`config.mk`:
```
export PLATFORM = sky130hd
export DESIGN_NAME = can_rx_fifo_debug_msg
export DESIGN_NICKNAME = d
export VERILOG_FILES = /design/src/can_rxdbg_pkg.sv /design/src/can_rx_fifo_debug_msg.sv
export VERILOG_INCLUDE_DIRS = /design/src
export SDC_FILE = /design/constraint.sdc
export NUM_CORES = 1
export LEC_CHECK = 0
export BUFFER_PORTS_ARGS = -buffer_cell sky130_fd_sc_hd__buf_4
export CORE_ASPECT_RATIO = 0.75
export CORE_MARGIN = 8
export CORE_UTILIZATION = 57
export DETAILED_ROUTE_END_ITERATION = 7
export GPL_ROUTABILITY_DRIVEN = 0
export GPL_TIMING_DRIVEN = 0
export PLACE_DENSITY = 0.79
export SLEW_MARGIN = 10
export SYNTH_ARGS = -nofsm -noshare
export SYNTH_HDL_FRONTEND = slang
export SYNTH_SLANG_ARGS = --single-unit
```
`constraint.sdc`:
```
create_clock -name mclk -period 13.67 [get_ports mclk]
set_input_delay 2.0505 -clock mclk [delete_from_list [all_inputs] [get_ports mclk]]
set_output_delay 2.0505 -clock mclk [all_outputs]
set_load 0.01 [all_outputs]
```
`src/can_rxdbg_consts.svh`:
```
// constants for the receive fifo top pointer and debug message block
// What this block does
// [RL1] hardware computes next fifo read address
// [RL2] read address wraps after fifo size reads
// [RL3] one element fifo must also wrap correctly
// [RL4] software should use size two or more
// [RL5] one element fifo: software reads ram directly
// [RL6] init hold or bus off keeps debug state
// [RL7] config change enable leaves debug state unchanged
// [RL8] debug off keeps state machine idle
// [RL9] state visible; state three holds dma request
// [RL10] states one, two leave on debug reception
// [RL11] reset gives idle state, dma request low
`ifndef CAN_RXDBG_CONSTS_SVH
`define CAN_RXDBG_CONSTS_SVH
`define OFS_CORE_CTRL    12'h000
`define OFS_FIFO0_CFG    12'h004
`define OFS_FIFO1_CFG    12'h008
`define OFS_FIFO0_TOP    12'h00c
`define OFS_FIFO1_TOP    12'h010
`define OFS_FIFO1_STAT   12'h014
`define OFS_IRQ_STAT     12'h018
`define OFS_IRQ_MASK     12'h01c
`define OFS_FIFO0_STAT   12'h020
// core control fields
`define BIT_INIT         0
`define BIT_CFG_CHG      1
`define BIT_DBG_EN       2
`define BIT_BUS_OFF      3
// fifo config fields: start word address [15:2], size [22:16]
`define CFG_SA_LSB       2
`define CFG_SA_MSB       15
`define CFG_SZ_LSB       16
`define CFG_SZ_MSB       22
// fifo status fields: fill [6:0], get index [13:8], debug state [31:30] in fifo 1 status only
`define ST_GI_LSB        8
`define ST_DBG_LSB       30
// element stride in message ram words
`define ELEM_WORDS       16'h0048
`define RST_CTRL         32'h0000_0001
`define RST_ZERO         32'h0000_0000
`endif

```
`src/can_rxdbg_pkg.sv`:
```
// types shared by the receive fifo and debug message block
package can_rxdbg_pkg;
    typedef enum logic [1:0] {
        DBG_IDLE = 2'b00,   // no debug message pending
        DBG_ONE  = 2'b01,   // first debug message taken
        DBG_TWO  = 2'b10,   // second debug message taken
        DBG_DMA  = 2'b11    // third taken, dma request raised
    } dbg_state_t;
    typedef logic [15:0] addr_t;
endpackage

```
`src/can_rx_fifo_debug_msg.sv`:
```
// receive fifo top pointers, debug message state machine and apb registers
//
// The APB interface to the registers and the register addresses are this design's own decisions.
`include "can_rxdbg_consts.svh"
module can_rx_fifo_debug_msg
    import can_rxdbg_pkg::*;
(
    input  wire logic        mclk,       // system clock, 10 MHz
    input  wire logic        nrst,       // async reset, active low
    input  wire logic        psel,       // apb select
    input  wire logic        penable,    // apb access phase
    input  wire logic        pwrite,     // apb write
    input  wire logic [11:0] paddr,      // apb byte address
    input  wire logic [31:0] pwdata,     // apb write data
    output logic      [31:0] prdata,     // apb read data
    output logic             pready,     // apb ready
    output logic             pslverr,    // apb error, unmapped address
    input  wire logic        rxStore0,   // pulse: message stored into fifo 0
    input  wire logic        rxStore1,   // pulse: message stored into fifo 1
    input  wire logic        topRead0,   // pulse: reader fetched fifo 0 top element
    input  wire logic        topRead1,   // pulse: reader fetched fifo 1 top element
    input  wire logic        debugMsgRx, // pulse: debug message received
    input  wire logic        busOffIn,   // level: protocol engine is bus off
    output logic      [15:0] topAddr0,   // message ram word address of fifo 0 top
    output logic      [15:0] topAddr1,   // message ram word address of fifo 1 top
    output logic             dmaReq,     // debug message dma request
    output logic             irq         // level interrupt
);
    // apb decode
    wire        acc      = psel && penable;              // access phase
    wire        wrAcc    = acc && pwrite;                // write strobe
    wire        selCtrl  = paddr == `OFS_CORE_CTRL;
    wire        selCfg0  = paddr == `OFS_FIFO0_CFG;
    wire        selCfg1  = paddr == `OFS_FIFO1_CFG;
    wire        selTop0  = paddr == `OFS_FIFO0_TOP;
    wire        selTop1  = paddr == `OFS_FIFO1_TOP;
    wire        selSt1   = paddr == `OFS_FIFO1_STAT;
    wire        selSt0   = paddr == `OFS_FIFO0_STAT;
    wire        selIst   = paddr == `OFS_IRQ_STAT;
    wire        selImk   = paddr == `OFS_IRQ_MASK;
    wire        mapped   = selCtrl | selCfg0 | selCfg1 | selTop0 | selTop1
                         | selSt1 | selSt0 | selIst | selImk;

    logic [31:0] ctrl_reg;       // core control register
    logic [31:0] cfg0_reg;       // fifo 0 config
    logic [31:0] cfg1_reg;       // fifo 1 config
    logic [6:0]  fill0_reg;      // fifo 0 fill level
    logic [6:0]  fill1_reg;      // fifo 1 fill level
    logic [5:0]  get0_reg;       // fifo 0 get index
    logic [5:0]  get1_reg;       // fifo 1 get index
    dbg_state_t  dbgState_reg;   // debug message state
    logic [3:0]  ist_reg;        // sticky events
    logic [3:0]  imk_reg;        // interrupt mask

    // control fields
    wire initHold = ctrl_reg[`BIT_INIT];
    wire dbgEn    = ctrl_reg[`BIT_DBG_EN];
    wire [6:0] size0 = cfg0_reg[`CFG_SZ_MSB:`CFG_SZ_LSB];
    wire [6:0] size1 = cfg1_reg[`CFG_SZ_MSB:`CFG_SZ_LSB];

    // next get index, wrapping at fifo size (size one wraps to zero too)
    function automatic logic [5:0] nextGet(input logic [5:0] g, input logic [6:0] sz);
        logic [6:0] n;
        n = {1'b0, g} + 7'h01;
        nextGet = (n >= sz) ? 6'h00 : n[5:0];  // [RL2] [RL3]
    endfunction

    // top address = start + index * element stride
    function automatic addr_t topOf(input logic [31:0] cfg, input logic [5:0] g);
        logic [21:0] p;
        p = {16'h0000, g} * {6'h00, `ELEM_WORDS};
        topOf = addr_t'(cfg[`CFG_SA_MSB:`CFG_SA_LSB]) + p[15:0];  // [RL1]
    endfunction

    // fill level bookkeeping
    function automatic logic [6:0] nextFill(input logic [6:0] f, input logic [6:0] sz,
                                            input logic st, input logic rd);
        logic up;
        logic dn;
        up = st && (f < sz);
        dn = rd && (f != 7'h00);
        nextFill = f + {6'h00, up} - {6'h00, dn};
    endfunction

    wire pop0 = topRead0 && fill0_reg != 7'h00;
    wire pop1 = topRead1 && fill1_reg != 7'h00;
    wire ovf0 = rxStore0 && fill0_reg >= size0;
    wire ovf1 = rxStore1 && fill1_reg >= size1;

    // debug message state: advances only with debug enabled; init hold,
    // bus off and config change enable do not force it back to idle
    dbg_state_t dbgState_next;
    always_comb begin
        dbgState_next = dbgState_reg;                          // [RL6] [RL7]
        if (!dbgEn) begin
            dbgState_next = DBG_IDLE;                          // [RL8]
        end else if (debugMsgRx && !initHold && !busOffIn) begin
            // a state stopped in one or two moves on again once init is clear
            case (dbgState_reg)
                DBG_IDLE: dbgState_next = DBG_ONE;
                DBG_ONE:  dbgState_next = DBG_TWO;             // [RL10]
                DBG_TWO:  dbgState_next = DBG_DMA;             // [RL10]
                DBG_DMA:  dbgState_next = DBG_DMA;             // [RL9]
                default:  dbgState_next = DBG_IDLE;
            endcase
        end
    end
    wire dmaNext = dbgState_next == DBG_DMA;                   // [RL9]

    // events: fifo 0 store, fifo 1 store, overflow, dma request rise
    wire [3:0] evt = {dmaNext && !dmaReq, ovf0 | ovf1, rxStore1, rxStore0};
    wire [3:0] istClr = (wrAcc && selIst) ? pwdata[3:0] : 4'h0;

    // read mux
    wire [31:0] rdMux =
          selCtrl ? ctrl_reg
        : selCfg0 ? cfg0_reg
        : selCfg1 ? cfg1_reg
        : selTop0 ? {16'h0000, topAddr0}
        : selTop1 ? {16'h0000, topAddr1}
        : selSt0  ? {18'h00000, get0_reg, 1'b0, fill0_reg}
        : selSt1  ? {dbgState_reg, 10'h000, 6'h00, get1_reg, 1'b0, fill1_reg}  // [RL9]
        : selIst  ? {28'h0000000, ist_reg}
        : selImk  ? {28'h0000000, imk_reg}
        : 32'h0000_0000;

    // software registers
    always_ff @(posedge mclk or negedge nrst) begin
        if (!nrst) begin
            ctrl_reg <= `RST_CTRL;
            cfg0_reg <= `RST_ZERO;
            cfg1_reg <= `RST_ZERO;
            imk_reg  <= 4'h0;
        end else if (wrAcc) begin
            if (selCtrl) ctrl_reg <= {28'h0000000, busOffIn, pwdata[2:0]};
            if (selCfg0) cfg0_reg <= pwdata;
            if (selCfg1) cfg1_reg <= pwdata;
            if (selImk)  imk_reg  <= pwdata[3:0];
        end else begin
            ctrl_reg[`BIT_BUS_OFF] <= busOffIn;
        end
    end

    // fifo pointers: get index advances per top read of a non-empty fifo
    always_ff @(posedge mclk or negedge nrst) begin
        if (!nrst) begin
            get0_reg  <= 6'h00;
            get1_reg  <= 6'h00;
            fill0_reg <= 7'h00;
            fill1_reg <= 7'h00;
        end else begin
            if (pop0) get0_reg <= nextGet(get0_reg, size0);  // [RL2]
            if (pop1) get1_reg <= nextGet(get1_reg, size1);  // [RL2]
            fill0_reg <= nextFill(fill0_reg, size0, rxStore0, topRead0);
            fill1_reg <= nextFill(fill1_reg, size1, rxStore1, topRead1);
        end
    end

    // top addresses registered so outputs come from flops
    always_ff @(posedge mclk or negedge nrst) begin
        if (!nrst) begin
            topAddr0 <= 16'h0000;
            topAddr1 <= 16'h0000;
        end else begin
            topAddr0 <= topOf(cfg0_reg, pop0 ? nextGet(get0_reg, size0) : get0_reg); // [RL1]
            topAddr1 <= topOf(cfg1_reg, pop1 ? nextGet(get1_reg, size1) : get1_reg); // [RL1]
        end
    end

    // debug state machine and dma request
    always_ff @(posedge mclk or negedge nrst) begin
        if (!nrst) begin
            dbgState_reg <= DBG_IDLE;                  // [RL11]
            dmaReq  <= 1'b0;                           // [RL11]
        end else begin
            dbgState_reg <= dbgState_next;             // [RL10]
            dmaReq  <= dmaNext;                        // [RL9]
        end
    end

    // interrupt status, set wins over clear
    always_ff @(posedge mclk or negedge nrst) begin
        if (!nrst) begin
            ist_reg <= 4'h0;
            irq     <= 1'b0;
        end else begin
            ist_reg <= (ist_reg & ~istClr) | evt;
            irq     <= |(((ist_reg & ~istClr) | evt) & imk_reg);
        end
    end

    // apb answer: zero wait state
    always_ff @(posedge mclk or negedge nrst) begin
        if (!nrst) begin
            prdata  <= 32'h0000_0000;
            pready  <= 1'b0;
            pslverr <= 1'b0;
        end else begin
            pready  <= psel && !penable;
            pslverr <= psel && !penable && !mapped;
            prdata  <= (psel && !penable && !pwrite) ? rdMux : 32'h0000_0000;
        end
    end
endmodule

```
### Word-level counts from Yosys, hierarchy flattened

Index checks and enable logic that the tools add are counted.

* multipliers: 2
* magnitude comparators: 6
* eq/ne operators: 13
* reduce and logical (&&, ||, !) cells: 31
* add/sub/neg operators: 8
* bitwise gates (word level): 13
* multiplexer cells: 20

Operators with widths (count)
* $mux 32: 8
* $eq 12x5->1 const B: 4
* $add 14x13->15: 2
* $ge 7x7->1: 4
* $eq 12x4->1 const B: 2
* $mux 6: 4
* $mul 6x4->10 const B: 2
* $mux 4: 4
* $logic_and 1x1->1: 15
* $add 6x1->7 const B: 2
* $add 7x1->7: 2
* $lt 7x7->1: 2
* $reduce_bool 7->1: 2
* $sub 7x1->7: 2
* $eq 12x3->1 const B: 1
* $eq 12x6->1 const B: 1
* $logic_not 12->1: 1
* $or 1x1->1: 9
* $and 4x4->4: 2
* $reduce_and 2->1: 4
* $eq 2x2->1 const B: 3
* $logic_not 1->1: 6
* $pmux 2 s3: 1
* $mux 2: 2
* 8 further kinds: 8

* output and inout bits: 68
* word-level logic and storage cells: 111
* register bits after elaboration: 170
* input bits: 55

### Logic depth before layout (Yosys ltp)

* word-level depth: 11
* mapped depth: 23
* depth with buffers taken out: 23

### Least setup slack after synthesis

OpenSTA, ideal clock, no wires.

* path kind: input to register
* from: input port topRead1
* to: register topAddr1[12]
* setup time: 80 ps
* setup slack: 8522 ps
* buffers on the path: 1
* data arrival time: 5068 ps
* data required time: 13590 ps
* stages on the path: 15
* cells stage by stage: o21ai_0 clkbuf_1 o31ai_1 ha_1 ha_1 inv_1 fa_1 inv_1 ha_1 o21ai_0 nand2b_1 and3_1 a221o_1 a21oi_1 xnor2_1

* longest elaborated chain between the ends: 4

Ends and longest elaborated chain
* start, declared: RTL line can_rx_fifo_debug_msg.sv:21 `input wire logic topRead1,`
* $logic_and 1x1->1: RTL line can_rx_fifo_debug_msg.sv:86 `wire pop1 = topRead1 && fill1_reg != 7'h00;`
* $mux 6
* $mul 6x4->10: RTL line can_rx_fifo_debug_msg.sv:71 `` p = {16'h0000, g} * {6'h00, `ELEM_WORDS}; ``
* $add 14x13->15: RTL line can_rx_fifo_debug_msg.sv:72 `` topOf = addr_t'(cfg[`CFG_SA_MSB:`CFG_SA_LSB]) + p[15:0]; ``
* end signal, assigned: RTL line can_rx_fifo_debug_msg.sv:166 `topAddr1 <= topOf(cfg1_reg, pop1 ? nextGet(get1_reg, size1) : get1_reg);`
* end, declared: RTL line can_rx_fifo_debug_msg.sv:25 `output logic [15:0] topAddr1,`

Every way passes these cells.
A chain may end at the register's enable or synchronous reset.

### Worst setup path in the final report

Ends and elaborated chain as after synthesis.

==> impl_metrics.tcl <==
set metrics [dict create \
    status "complete, no violations" \
    start_util_pct 58.5 \
    setup.worst_path.end_class "flip-flop" \
    met3_usage_pct 6.61 \
    finalSetupViolations 0 \
    grt_pass1_wl_microns 40500 \
    drive_gt1_share_pct 24.6 \
    drt_iter0_markers 736 \
    grt_pass1_vias 7473 \
    area_growth_pct 19.5 \
    whs_ns 0.416 \
    cts-root-buf "clkbuf_16" \
    syn_area_per_cell_sq_um 10.8 \
    slew_headroom_pct 35.2 \
    wl_per_cell_microns 20.8 \
    p_per_area_nw_per_um2 142 \
    finalNonFillerCells 1231 \
    placedCellCount 1199 \
    ctsResizeCount 0 \
    hold_path_class "reg -> reg" \
    cp_top_family "compound AO/OA/AOI/OAI gates" \
    grt-busiest-layer "met2" \
    vdd_ir_drop_max_mv 0.0815 \
    crit_path_max_fanout 10 \
    drv_cap 0 \
    grtUsageTotal_pct 24.9 \
    crit_slowest_cell "o31ai_1" \
    slew_violations 0 \
    die_h_microns 127 \
    hold_buffers 0 \
    multi_input_area_sq_um 4730 \
    core_area_sq_um 16100 \
    syn_inst 870 \
    power_mw 1.60 \
    clock_latency_ns 0.44 \
    die_w_microns 164 \
    ys_types 66 \
    grtUsageMet2_pct 36.8 \
    p_leak_nw 5.62 \
    vias_per_cell 5.95 \
    fill_cells 1180 \
    cts_sinks 170 \
    drt-total-wl_microns 25600 \
    cp_cell_sequence "buf_4, o21ai_0, clkbuf_1, o31ai_1, ha_1, ha_1, inv_1, fa_1, inv_1, ha_1, o21ai_0, nand2b_1, and3_1, a221o_1, a21oi_1, xnor2_1" \
    met1_usage_pct 34.9 \
    syn_area_sq_um 9420 \
    htree_levels 4 \
    worst_path_most_repeated_cell "ha_1" \
    grt_max_degree 113 \
    placed_area_sq_um 10600 \
    pre_cts_ws_ns 7.72 \
    rsz0062_at_grt "no" \
    min_period_ns 5.49 \
    n_antenna_cell 0 \
    synth_async_sr_flop_share_pct 100 \
    ys.flop_type "dfrtp_1" \
    timing.fmax_mhz 182 \
    ys_seq_area_share_pct 45.2 \
    postRouteAntennaNets 0 \
    final_core_utilization_pct 69.9 \
    fin_ws_ns 8.18 \
    cts_buffers 17 \
    regArea_sq_um 4260 \
    vias 7322 \
    final_nets 1151 \
    num_io_pins 123 \
    antenna_found_initial 0 \
    rows 40 \
    crit_type "in -> reg" \
    hold_viol 0 \
    dieArea_sq_um 20900 \
    final_cell_area_sq_um 11300 \
    worstSetupStartpointType "input pin" \
    layout_commonest_cell "dfrtp_1" \
    port-buffer-count 117 \
    synth-edff-count 0 \
    crit_required_ns 14.03 \
    arrival_ns 5.85 \
    dp_hpwl_microns 19500 \
    cts.path.max_buffers 2 \
    firstDrtPassIters 7 \
    setup_tns_ns 0 \
    crit_buf_inv 4 \
    final_cell_mix "dfrtp_1, buf_4, ha_1" \
    tightest_slew_ns 0.963 \
    critPathMaxStageDelay_ns 0.77 \
    yosysWarnings 0 \
    fin_worst_skew_ns 0.00786 \
    post_cts_buffers 0 \
    drc_errors 0 \
    clk_transition_reported_paths_ns 0.07 \
    grt-ovfl-total 0 \
    cts_tree "built" \
    synth_seq_cells 170 \
    period_share_pct 40.2 \
]
[logic make-up (layout without fill, tap and decap cells)]
family,Yosys count,after routing,share of synthesized area (%)
compound gates,209,209,14.2
xor+xnor,44,44,4.09
fa+ha+maj,88,88,12.2
buf+inv,98,248,4.62
flops,170,170,45.2
mux,71,71,9.63
other cells,1,2,0.0398
simple gates,189,189,10.1
[metal layers]
layer | vias to the layer above | part of all wire [%]
met2 | 304 | 45
met3 | 49 | 8.4
met4 | 0 | 2.5
met1 | 3598 | 45
li1 | 3371 | -
met5 | - | 0
[final timing paths]
kind                              from            to  slack (ns)  cells after the start
max in group asynchronous         nrst  cfg0_reg[31]       11.24                      2
setup / recovery              topRead1  topAddr1[12]        8.18                     16
setup reg to reg           get1_reg[0]  topAddr1[12]        8.35                     21
hold reg to reg            cfg0_reg[3]   topAddr0[1]        0.42                      0
min in group asynchronous         nrst  cfg0_reg[21]        1.53                      1
hold / removal             cfg0_reg[3]   topAddr0[1]        0.42                      0
[cells in the mapped netlist (5+ instances only)]
library cell  number  area [sq um]
nand3_1           14          70.1
o21bai_1           6          45.0
dfrtp_1          169          4230
a221o_1            9          90.1
a21o_1            13          97.6
ha_1              82          1030
nand4_1            7          43.8
a21oi_1           63           315
nor3_1             9          45.0
buf_2              9          45.0
clkbuf_1          10          37.5
o21ai_0           43           215
nand2b_1           8          50.1
a22oi_1           28           210
o22ai_1            8          50.1
fa_1               6           120
xnor2_1           28           245
a31oi_1            5          31.3
inv_1             69           259
o31ai_1            6          45.0
or2_2              5          31.3
mux2_4            30           450
nand2_1           49           184
mux2_2            37           417
nor2_1            65           244
xor2_1            16           140
[worst register-to-register path: cells and delay by family, from the launching register on]
| family | cells | cell delay [ns] |
|---|---|---|
| adder cells (fa/ha/maj) | 6 | 1.84 |
| flip-flops | 1 | 0.46 |
| XOR/XNOR | 2 | 0.33 |
| AO/OA/AOI/OAI | 7 | 1.94 |
| AND/OR/NAND/NOR | 3 | 0.46 |
| buffers and inverters | 3 | 0.22 |
[where the power goes]
group	switching, mW	internal [mW]
clock	0.217	0.329
combinational	0.235	0.198
sequential	0.0701	0.552
[final cells by class]
type                    instances  area share (%)
multi-input cells             603            42.0
flip-flops and latches        170            37.8
repair buffers                118            8.11
clock buffers                  17            3.78
well taps                     210            2.33
inverters                      69            2.30
clock inverters                15            2.08
plain buffers                  29            1.57
Note: power is estimated with default switching activity, not from simulation.
